## src/vpiu_cfg.svh

```systemverilog
`ifndef VPIU_CFG_SVH
`define VPIU_CFG_SVH
// vector table geometry
`define VPIU_NUM_VEC 46
`define VPIU_VEC_W 6
`define VPIU_ADDR_W 21
`define VPIU_ENTRY_W 19
`define VPIU_BASE_RST 21'h000000
// vector number ranges
`define VPIU_VEC_RESET 6'h00
`define VPIU_VEC_WDOG 6'h01
`define VPIU_CORE_LO 2
`define VPIU_CORE_HI 5
`define VPIU_DBG_LO 6
`define VPIU_DBG_HI 10
`define VPIU_SWI2 11
`define VPIU_SWI1 12
`define VPIU_SWI0 13
`define VPIU_PER_LO 16
`define VPIU_PER_HI 44
`define VPIU_VEC_CLKSYN 17
`define VPIU_VEC_CONV_A 40
`define VPIU_VEC_CONV_B 41
`define VPIU_VEC_CONV_ERR 42
`define VPIU_VEC_LOWSW 45
// encoded ranks: rank = level + 1, rank 0 is the lowest software request
`define VPIU_RANK_LOW 3'h0
`define VPIU_RANK_L0 3'h1
`define VPIU_RANK_L1 3'h2
`define VPIU_RANK_L2 3'h3
`define VPIU_RANK_L3 3'h4
`endif

```

## src/vpiu_pkg.sv

```systemverilog
package vpiu_pkg;
	typedef logic [2:0] vpiu_rank_t;
	typedef logic [5:0] vpiu_vec_t;
	typedef enum logic [1:0] {
		VPIU_LVL0,
		VPIU_LVL1,
		VPIU_LVL2,
		VPIU_LVL3
	} vpiu_level_t;
endpackage

```

## src/vpiu_pick.sv

```systemverilog
`include "vpiu_cfg.svh"
// picks the better of two candidates: higher rank, then smaller vector
module vpiu_pick
	import vpiu_pkg::*;
(
	// candidate a (always the smaller vector side)
	input wire logic a_vld,
	input wire vpiu_rank_t a_rank,
	input wire vpiu_vec_t a_vec,
	// candidate b
	input wire logic b_vld,
	input wire vpiu_rank_t b_rank,
	input wire vpiu_vec_t b_vec,
	// winner
	output logic o_vld,
	output vpiu_rank_t o_rank,
	output vpiu_vec_t o_vec
);
	logic take_b;

	// ties go to a, which holds the smaller vector numbers
	assign take_b = b_vld && (!a_vld || (b_rank > a_rank));
	assign o_vld = a_vld || b_vld;
	assign o_rank = take_b ? b_rank : a_rank;
	assign o_vec = take_b ? b_vec : a_vec;
endmodule

```

## src/vpiu_top.sv

```systemverilog
`include "vpiu_cfg.svh"
module vpiu_top
	import vpiu_pkg::*;
#(
	parameter int NUM_VEC = `VPIU_NUM_VEC
)
(
	// clock and reset
	input wire logic mclk,
	input wire logic nrst,
	// core exception and software requests, one-cycle pulses
	input wire logic [NUM_VEC-1:0] req_pulse,
	// level-held sources, withdrawn by dropping the level
	input wire logic [NUM_VEC-1:0] req_level,
	// converter requests
	input wire logic conv_a_done,
	input wire logic conv_b_done,
	input wire logic conv_zero_cross,
	input wire logic conv_limit_err,
	// programmed levels, two bits per vector
	input wire logic [2*NUM_VEC-1:0] level_cfg,
	// vector base, word address
	input wire logic [`VPIU_ADDR_W-1:0] vector_base_register,
	input wire logic base_wr,
	// core side
	input wire logic irq_ack,
	output logic irq_valid,
	output vpiu_vec_t irq_vec,
	output logic [`VPIU_ADDR_W-1:0] irq_addr,
	output logic [`VPIU_ADDR_W-1:0] reset_addr,
	output logic [`VPIU_ADDR_W-1:0] wdog_addr
);
	logic [NUM_VEC-1:0] pend_r;
	logic [NUM_VEC-1:0] src;
	logic [`VPIU_ADDR_W-1:0] base_r;
	logic irq_valid_r;
	vpiu_vec_t irq_vec_r;
	logic [`VPIU_ADDR_W-1:0] irq_addr_r;
	logic [`VPIU_ADDR_W-1:0] irq_addr_nxt;
	vpiu_rank_t rank [NUM_VEC];
	logic [NUM_VEC-1:0] cand;
	logic [NUM_VEC-1:0] ack_hit;
	logic [NUM_VEC-1:0] lat_r;
	logic [NUM_VEC-1:0] lat_nxt;

	// converter sources folded onto their three vectors
	always_comb begin
		src = req_level;
		src[`VPIU_VEC_CONV_A] = req_level[`VPIU_VEC_CONV_A] | conv_a_done;
		src[`VPIU_VEC_CONV_B] = req_level[`VPIU_VEC_CONV_B] | conv_b_done;
		src[`VPIU_VEC_CONV_ERR] = req_level[`VPIU_VEC_CONV_ERR] |
			conv_zero_cross | conv_limit_err;
	end

	// rank of each vector from its fixed or programmed level
	always_comb begin
		for (int v = 0; v < NUM_VEC; v++) begin
			logic [1:0] lv;
			lv = level_cfg[2*v +: 2];
			if (v >= `VPIU_CORE_LO && v <= `VPIU_CORE_HI)
				rank[v] = `VPIU_RANK_L3;
			else if (v >= `VPIU_DBG_LO && v <= `VPIU_DBG_HI)
				rank[v] = (lv == 2'h0) ? `VPIU_RANK_L1 : 3'(lv) + 3'h1;
			else if (v == `VPIU_SWI2)
				rank[v] = `VPIU_RANK_L2;
			else if (v == `VPIU_SWI1)
				rank[v] = `VPIU_RANK_L1;
			else if (v >= `VPIU_PER_LO && v <= `VPIU_PER_HI)
				rank[v] = (lv == 2'h3) ? `VPIU_RANK_L2 : 3'(lv) + 3'h1;
			else if (v == `VPIU_VEC_LOWSW)
				rank[v] = `VPIU_RANK_LOW;
			else
				rank[v] = `VPIU_RANK_L0;
		end
	end

	// entries 0/1 and the reserved holes never compete
	always_comb begin
		cand = pend_r;
		cand[0] = 1'b0;
		cand[1] = 1'b0;
		cand[14] = 1'b0;
		cand[15] = 1'b0;
		cand[21] = 1'b0;
		cand[33] = 1'b0;
		cand[34] = 1'b0;
	end

	// binary tournament built from two-input pickers
	localparam int LEAVES = 64;
	logic t_vld [2*LEAVES-1];
	vpiu_rank_t t_rank [2*LEAVES-1];
	vpiu_vec_t t_vec [2*LEAVES-1];

	genvar g;
	generate
		for (g = 0; g < LEAVES; g++) begin : g_leaf
			if (g < NUM_VEC) begin : g_real
				assign t_vld[LEAVES-1+g] = cand[g];
				assign t_rank[LEAVES-1+g] = rank[g];
			end else begin : g_pad
				assign t_vld[LEAVES-1+g] = 1'b0;
				assign t_rank[LEAVES-1+g] = `VPIU_RANK_LOW;
			end
			assign t_vec[LEAVES-1+g] = 6'(g);
		end
		for (g = 0; g < LEAVES-1; g++) begin : g_node
			vpiu_pick u_pick (
				.a_vld(t_vld[2*g+1]),
				.a_rank(t_rank[2*g+1]),
				.a_vec(t_vec[2*g+1]),
				.b_vld(t_vld[2*g+2]),
				.b_rank(t_rank[2*g+2]),
				.b_vec(t_vec[2*g+2]),
				.o_vld(t_vld[g]),
				.o_rank(t_rank[g]),
				.o_vec(t_vec[g])
			);
		end
	endgenerate

	// acknowledge clears the vector that is being presented
	always_comb begin
		ack_hit = '0;
		if (irq_ack && irq_valid_r)
			ack_hit[irq_vec_r] = 1'b1;
	end

	// pulses are remembered until acked; a new pulse beats a same-cycle ack
	assign lat_nxt = (lat_r & ~ack_hit) | req_pulse;

	// levels are copied fresh each cycle, so dropping one withdraws it;
	// a level still high after its ack is simply offered again
	always_ff @(posedge mclk) begin
		if (!nrst) begin
			lat_r <= '0;
			pend_r <= '0;
		end else begin
			lat_r <= lat_nxt;
			pend_r <= lat_nxt | src;
		end
	end

	// vector base, zero after reset so entries 0/1 overlay reset vectors
	always_ff @(posedge mclk) begin
		if (!nrst)
			base_r <= `VPIU_BASE_RST;
		else if (base_wr)
			base_r <= vector_base_register;
	end

	// offset is twice the vector; it cannot exceed the 19-bit reach
	assign irq_addr_nxt = base_r + `VPIU_ADDR_W'({t_vec[0], 1'b0});

	// winner registered every cycle; ack of the shown vector drops it unless a fresh pulse or a held level renews it
	always_ff @(posedge mclk) begin
		if (!nrst) begin
			irq_valid_r <= 1'b0;
			irq_vec_r <= '0;
			irq_addr_r <= '0;
		end else begin
			irq_valid_r <= t_vld[0] && !(ack_hit[t_vec[0]] && !req_pulse[t_vec[0]]
				&& !src[t_vec[0]]);
			irq_vec_r <= t_vec[0];
			irq_addr_r <= irq_addr_nxt;
		end
	end

	assign irq_valid = irq_valid_r;
	assign irq_vec = irq_vec_r;
	assign irq_addr = irq_addr_r;
	// reset fetches land on entries 0 and 1 of the table
	assign reset_addr = base_r + `VPIU_ADDR_W'({`VPIU_VEC_RESET, 1'b0});
	assign wdog_addr = base_r + `VPIU_ADDR_W'({`VPIU_VEC_WDOG, 1'b0});

	// ---- checks ----
	logic any_top;
	logic better_seen;
	logic [NUM_VEC-1:0] others;

	// independent scan of all competitors, so a broken picker tree or a
	// bad tie rule shows up instead of agreeing with itself
	always_comb begin
		any_top = 1'b0;
		better_seen = 1'b0;
		for (int v = 0; v < NUM_VEC; v++) begin
			if (cand[v] && rank[v] == `VPIU_RANK_L3)
				any_top = 1'b1;
			if (cand[v] && t_vld[0] && (rank[v] > t_rank[0] ||
				(rank[v] == t_rank[0] && 6'(v) < t_vec[0])))
				better_seen = 1'b1;
		end
	end

	// every competitor except the lowest software request
	always_comb begin
		others = cand;
		others[`VPIU_VEC_LOWSW] = 1'b0;
	end
endmodule

```

## config.mk

```make
export PLATFORM = sky130hd
export DESIGN_NAME = vpiu_top
export DESIGN_NICKNAME = d
export VERILOG_FILES = /design/src/vpiu_pkg.sv /design/src/vpiu_pick.sv /design/src/vpiu_top.sv
export VERILOG_INCLUDE_DIRS = /design/src
export SDC_FILE = /design/constraint.sdc
export NUM_CORES = 1
export LEC_CHECK = 0
export BUFFER_PORTS_ARGS = -buffer_cell sky130_fd_sc_hd__buf_4
export CORE_MARGIN = 2
export CORE_UTILIZATION = 53
export DETAILED_ROUTE_END_ITERATION = 12
export GPL_TIMING_DRIVEN = 0
export PLACE_DENSITY = 0.77
export SETUP_SLACK_MARGIN = 0.5
export SLEW_MARGIN = 0
export SYNTH_ARGS = -nofsm -noshare
export SYNTH_HDL_FRONTEND = slang
export SYNTH_SLANG_ARGS = --single-unit
```

## constraint.sdc

```tcl
create_clock -name mclk -period 13.2 [get_ports mclk]
set_input_delay 1.98 -clock mclk [delete_from_list [all_inputs] [get_ports mclk]]
set_output_delay 1.98 -clock mclk [all_outputs]
set_load 0.02 [all_outputs]
```

==> out/qor.yml, run 1 <==
clock_network:
  htree_levels: 4
  clkSinkCount: 127
  cts_tree: "done"
  cts_buffer_depth: 2
  numCtsBuffers: 17
  clk_pin_slew_ns: 0.06
  cts_hold_buf: 0
  clk-insertion-delay-late_ns: 0.43
  clock-root-buffer: "clkbuf_16"
route:
  ant_nets: 0
  first_iter_violations: 822
  drt_first_pass_iters: 5
  avgRoutedWirePerCell_um: 19.2
  drc_errors: 0
  viasPerCell: 6.00
  num_vias: 10609
  drt_wl_total_um: 33900
placed_design:
  postPlaceCellArea_sq_um: 12000
  place_ws_ns: -1.31
  portBuffers: 252
  post-dp-hpwl_um: 26800
  globalplace.congestion: 0.936
synthesis:
  ys_seq_elements: 127
  synth-async-reset-ratio: 0
  yosysSeqAreaShare: 0.258
  synth_nets: 1523
  syn-instance-count: 1235
  synth_edf_count: 0
  netlist_area_sq_um: 9850
  ys_warn_count: 0
  yosys_most_used_dff: "dfxtp_1"
  post_synth.cell_area_avg_sq_um: 7.98
  ys_types: 89
floorplanning:
  die_h_um: 140
  ioPinCount: 283
  num_rows: 49
  initial_core_util: 0.545
  dieArea_sq_um: 19700
  die_w_um: 140
  core_sq_um: 18100
layout:
  design_area_sq_um: 13000
  layout.nets: 1814
  drive_gt1_frac: 0.245
  num_antenna_cells: 0
  area_growth_pct: 32.0
  layout_commonest_cell: "buf_4"
  layout_common_cells: "buf_4 (274), dfxtp_1 (127), nor2_1 (113)"
sta:
  period_share: 0.936
  min_period_ns: 12.36
  fin_skew_ns: 0.00855
  setup_viol: 0
  slew_violations: 0
  slew_headroom: 0.320
  worstMarginPinSlew_ns: 1.01
  whs_ns: 0.495
  rsz0062_at_grt: "false"
  hold_violations: 0
  fmax_mhz: 80.9
  worst_slack_ns: 0.840
worst_hold_path:
  holdPathStages: 2
  min_from: "lat_r[40]"
  min_to: "lat_r[40]"
  hold_path.class: "flip-flop to flip-flop"
worst_setup_path:
  cpMostUsedCell: "ha_1"
  crit_slowest_cell: "or4_4"
  crit_required_ns: 13.52
  regToRegEndpoint: "irq_addr[12]"
  start_kind: "input port"
  arrival_ns: 12.68
  crit_path_max_incr_delay_ns: 0.44
  r2r_start: "pend_r[8]"
  critPathMaxFanout: 7
  critPathKind: "input port to flip-flop"
  rrSetupSlack_ns: 2.55
  reg2reg_depth: 59
  critical_path.endpoint_type: "flip-flop"
global_routing:
  antenna_found_initial: 1
  grt_usage: 0.333
  grt_start_max_net_pins: 17
  overflow: 0
  grt_pass1_vias: 10344
  grt_first_pass_wirelength_um: 52000
power_and_ir_drop:
  powerDensity_nw_per_um2: 231
  p_leak_nw: 6.07
  fin_total_pwr_mw: 3.01
  peakVddDrop_mv: 0.151
outcome:
  run_status: "completed"
run:
  max-cap-violations: 0
## per-stage QoR
stage          TNS (ns)  std cells   util
2_1_floorplan         0       1235      -
3_3_place_gp     -12.93       1716  0.665
3_5_place_dp     -14.92       1716  0.665
4_1_cts               0       1753  0.705
5_1_grt               0       1767  0.719
6_report              0       1767  0.719
## cell usage after synthesis, drive strengths merged, types with 10 or more instances
master,count,area (sq um)
dfxtp,127,2540
nor2,116,438
nand2,101,389
nor2b,75,469
ha,74,926
o21ai,61,309
a21oi,59,299
mux2i,58,581
o21a,58,435
a21o,51,383
inv,46,173
a21boi,38,285
clkbuf,33,124
and2,28,175
nor3,25,125
nand2b,21,131
nand3,20,105
xnor2,19,166
nor4,17,113
nand4,14,87.6
xor2,14,123
or2,12,75.1
a211oi,10,85.1
and3,10,62.6
buf,10,48.8
o211ai,10,75.1
## sequential cells by signal, summed over array words and instances, names as in the netlist
register / flops
lat_r: 39
base_r: 21
pend_r: 39
irq_valid: 1
irq_vec: 6
irq_addr: 21
## layer usage
metal,wire length [um],GRT usage,vias to the layer above
li1,-,-,5083
met5,0,0,-
met2,15800,0.564,534
met4,1270,0.144,0
met3,3270,0.0872,106
met1,13600,0.399,4886
## power by group
part	switching, mW	total, mW	internal (mW)
clock	0.178	0.480	0.302
sequential	0.0313	0.456	0.425
combinational	1.23	2.07	0.843
## critical path: cells and delay by family
kind,cells,cell delay (ns)
AO/OA/AOI/OAI,28,4.70
XOR/XNOR,1,0.15
AND/OR/NAND/NOR,18,3.12
adder cells (fa/ha/maj),7,1.83
buffers and inverters,8,0.87
## worst max path at each step
stage                              from           end  slack (ns)  cells past startpoint
after CTS                 level_cfg[19]  irq_addr[14]        0.53                     62
after detailed placement  level_cfg[19]  irq_addr[14]       -1.31                     60
final                     level_cfg[18]  irq_addr[12]        0.84                     62
after floorplan           level_cfg[19]  irq_addr[14]        0.91                     62
after global placement    level_cfg[19]  irq_addr[14]       -1.17                     63
after global routing      level_cfg[18]  irq_addr[14]        0.33                     63
## layout make-up
type / instances / area (sq um)
Buffer: 43 / 199
Clock buffer: 19 / 443
Clock inverter: 12 / 159
Fill cell: 1496 / 5080
Inverter: 46 / 178
Multi-Input combinational cell: 1019 / 7160
Sequential cell: 127 / 2540
Tap cell: 229 / 287
Timing Repair Buffer: 272 / 2040
## timing repair
item	in CTS	in global routing
resized for setup	26	41
setup endpoints to repair	18	15
pin swaps	6	12
buffers inserted	6	14
## logic make-up (layout without fill, tap and decap cells)
kind of cell	count (synthesis)	count (layout)	synth area share
flops	127	127	0.258
compound gates	377	377	0.269
mux	64	64	0.0681
xor+xnor	33	33	0.0293
simple gates	470	470	0.245
fa+ha+maj	75	75	0.0960
buf+inv	89	392	0.0350
Note: power is estimated with default switching activity, not from simulation.
==> inputs of run 2 (changes only) <==
--- a/config.mk
+++ b/config.mk
@@ -12,6 +12,7 @@
 export DETAILED_ROUTE_END_ITERATION = 12
 export GPL_TIMING_DRIVEN = 0
 export PLACE_DENSITY = 0.77
+export RECOVER_POWER = 50
 export SETUP_SLACK_MARGIN = 0.5
 export SLEW_MARGIN = 0
 export SYNTH_ARGS = -nofsm -noshare
==> run 2 against run 1 <==
Net effect:
- global-route usage stayed put
- cell count stayed put
- worst hold slack hardly changed
- largest power group unchanged
==> out/qor.yml, run 2 (synthesis gave the netlist of run 1 again) <==
outcome:
  run_status: "completed"
floorplanning:
  core_sq_um: 18100  # unchanged
  die_h_um: 140  # unchanged
  ioPinCount: 283  # unchanged
  initial_core_util: 0.545  # unchanged
  die_w_um: 140  # unchanged
  num_rows: 49  # unchanged
  dieArea_sq_um: 19700  # unchanged
sta:
  slew_violations: 0  # unchanged
  hold_violations: 0  # unchanged
  setup_viol: 0  # unchanged
  period_share: 0.937  # about the same
  worstMarginPinSlew_ns: 1.01  # -0.00457 ns
  min_period_ns: 12.36  # +0.00266 ns
  worst_slack_ns: 0.837  # -0.00266 ns
  slew_headroom: 0.324  # +0.00308
  whs_ns: 0.495  # +0.000312 ns
  fin_skew_ns: 0.0123  # +0.00375 ns
  fmax_mhz: 80.9  # about the same
  rsz0062_at_grt: "false"
route:
  num_vias: 10586  # -0.22%
  viasPerCell: 5.99  # -0.22%
  first_iter_violations: 756  # -8.0%
  drt_first_pass_iters: 6  # +1
  avgRoutedWirePerCell_um: 19.1  # -0.27%
  ant_nets: 0  # unchanged
  drt_wl_total_um: 33800  # -0.27%
  drc_errors: 0  # unchanged
worst_setup_path:
  arrival_ns: 12.69  # about the same
  start_kind: "input port"
  crit_family: "compound AO/OA/AOI/OAI gates"
  crit_required_ns: 13.52  # about the same
  critPathMaxFanout: 7  # unchanged
  critical_path.endpoint_type: "flip-flop"
  cp_num_buf_inv: 8  # unchanged
  reg2reg_depth: 59  # unchanged
  rrSetupSlack_ns: 2.55  # about the same
  r2r_start: "pend_r[8]"
  regToRegEndpoint: "irq_addr[12]"
  crit_path_max_incr_delay_ns: 0.44  # about the same
  crit_start: "level_cfg[18]"
  crit_slowest_cell: "or4_4"
  critPathKind: "input port to flip-flop"
  cpMostUsedCell: "ha_1"
layout:
  n_fill_cell: 1549  # +3.5%
  layout_common_cells: "buf_4 (223), dfxtp_1 (127), nor2_1 (113)"
  layout.nets: 1814  # unchanged
  multi_input_area_sq_um: 7160  # unchanged
  area_growth_pct: 30.1
  reg_top3: "lat_r x39, pend_r x39"
  layout_commonest_cell: "buf_4"
  num_antenna_cells: 0  # unchanged
  drive_gt1_frac: 0.213  # -0.0319
  final_util: 0.709  # -0.0102
  seq_area_sq_um: 2540  # unchanged
clock_network:
  cts_buffer_depth: 2  # unchanged
  numCtsBuffers: 17  # unchanged
  clock-root-buffer: "clkbuf_16"
  clkSinkCount: 127  # unchanged
  cts_tree: "done"
  htree_levels: 4  # unchanged
  clk-insertion-delay-late_ns: 0.43  # about the same
  clk_pin_slew_ns: 0.06  # about the same
global_routing:
  grt_usage: 0.333  # unchanged
  grt_first_pass_wirelength_um: 52000  # unchanged
  antenna_found_initial: 1  # unchanged
  grt_start_max_net_pins: 17  # unchanged
  grt_pass1_vias: 10344  # unchanged
  overflow: 0  # unchanged
placed_design:
  portBuffers: 252  # unchanged
  post-dp-hpwl_um: 26800  # unchanged
  globalplace.congestion: 0.936  # unchanged
  place_ws_ns: -1.31  # unchanged
power_and_ir_drop:
  p_leak_nw: 5.87  # -3.3%
  peakVddDrop_mv: 0.150  # -0.74%
  powerDensity_nw_per_um2: 233  # +0.87%
worst_hold_path:
  holdPathStages: 2  # unchanged
  min_from: "lat_r[40]"
  min_to: "lat_r[40]"
  hold_path.class: "flip-flop to flip-flop"
run:
  max-cap-violations: 0  # unchanged
-- run 2: cell types whose count changed in the layout (fill, tap and decap cells not counted) --
| cell | change |
|---|---|
| or2_0 | +1 |
| buf_1 | -2 |
| clkbuf_4 | +2 |
| clkbuf_1 | +51 |
| or2_1 | -1 |
| buf_4 | -51 |
-- run 2: report_power, final --
group | switching [mW] | internal, mW
combinational | 1.22 | 0.828
sequential | 0.0310 | 0.425
clock | 0.179 | 0.302
total | 1.43 | 1.56
-- run 2: cell type report --
type / instances / share of cell area
buffer: 43 / 0.0155
clock buffer: 19 / 0.0345
clock inverter: 12 / 0.0124
inverter: 46 / 0.0139
multi-input combinational: 1019 / 0.558
sequential: 127 / 0.198
tap: 229 / 0.0223
timing repair buffer: 272 / 0.145
-- run 2: repair_timing --
action	4_1_cts	5_1_grt
endpoints found under the hold margin	0	0
pin swaps	6	12
hold buffers	0	0
setup buffers	6	14
endpoints found under the setup margin	18	15
gates resized for setup	26	41
-- run 2: worst max path at each step --
| stage | to | slack (ns) | cells past startpoint |
|---|---|---|---|
| global route | irq_addr[14] | 0.33 | 63 |
| floorplan | irq_addr[14] | 0.91 | 62 |
| CTS | irq_addr[14] | 0.53 | 62 |
| finish | irq_addr[12] | 0.84 | 62 |
| global placement | irq_addr[14] | -1.17 | 63 |
| detailed placement | irq_addr[14] | -1.31 | 60 |
-- run 2: metal layers --
layer / vias up / track usage / wire, um
met5: - / 0 / 0
met3: 102 / 0.0872 / 3180
li1: 5082 / - / -
met1: 4868 / 0.399 / 13700
met4: 0 / 0.144 / 1240
met2: 534 / 0.564 / 15700
-- run 2: through the flow --
step                      setup TNS (ns)  instances  area, sq um  power (mW)
after floorplan                        0       1235         9850        1.65
after global placement            -12.93       1716        12000        2.15
after detailed placement          -14.92       1716        12000        2.17
after CTS                              0       1753        12800        2.79
after global routing                   0       1767        12800        3.13
final                                  0       1767        12800        2.99
-- run 2: worst min-delay path: cells and delay by family (launching register included) --
kind	cells	cell delay (ns)
AO/OA/AOI/OAI	1	0.07
flip-flops	1	0.30
AND/OR/NAND/NOR	1	0.09
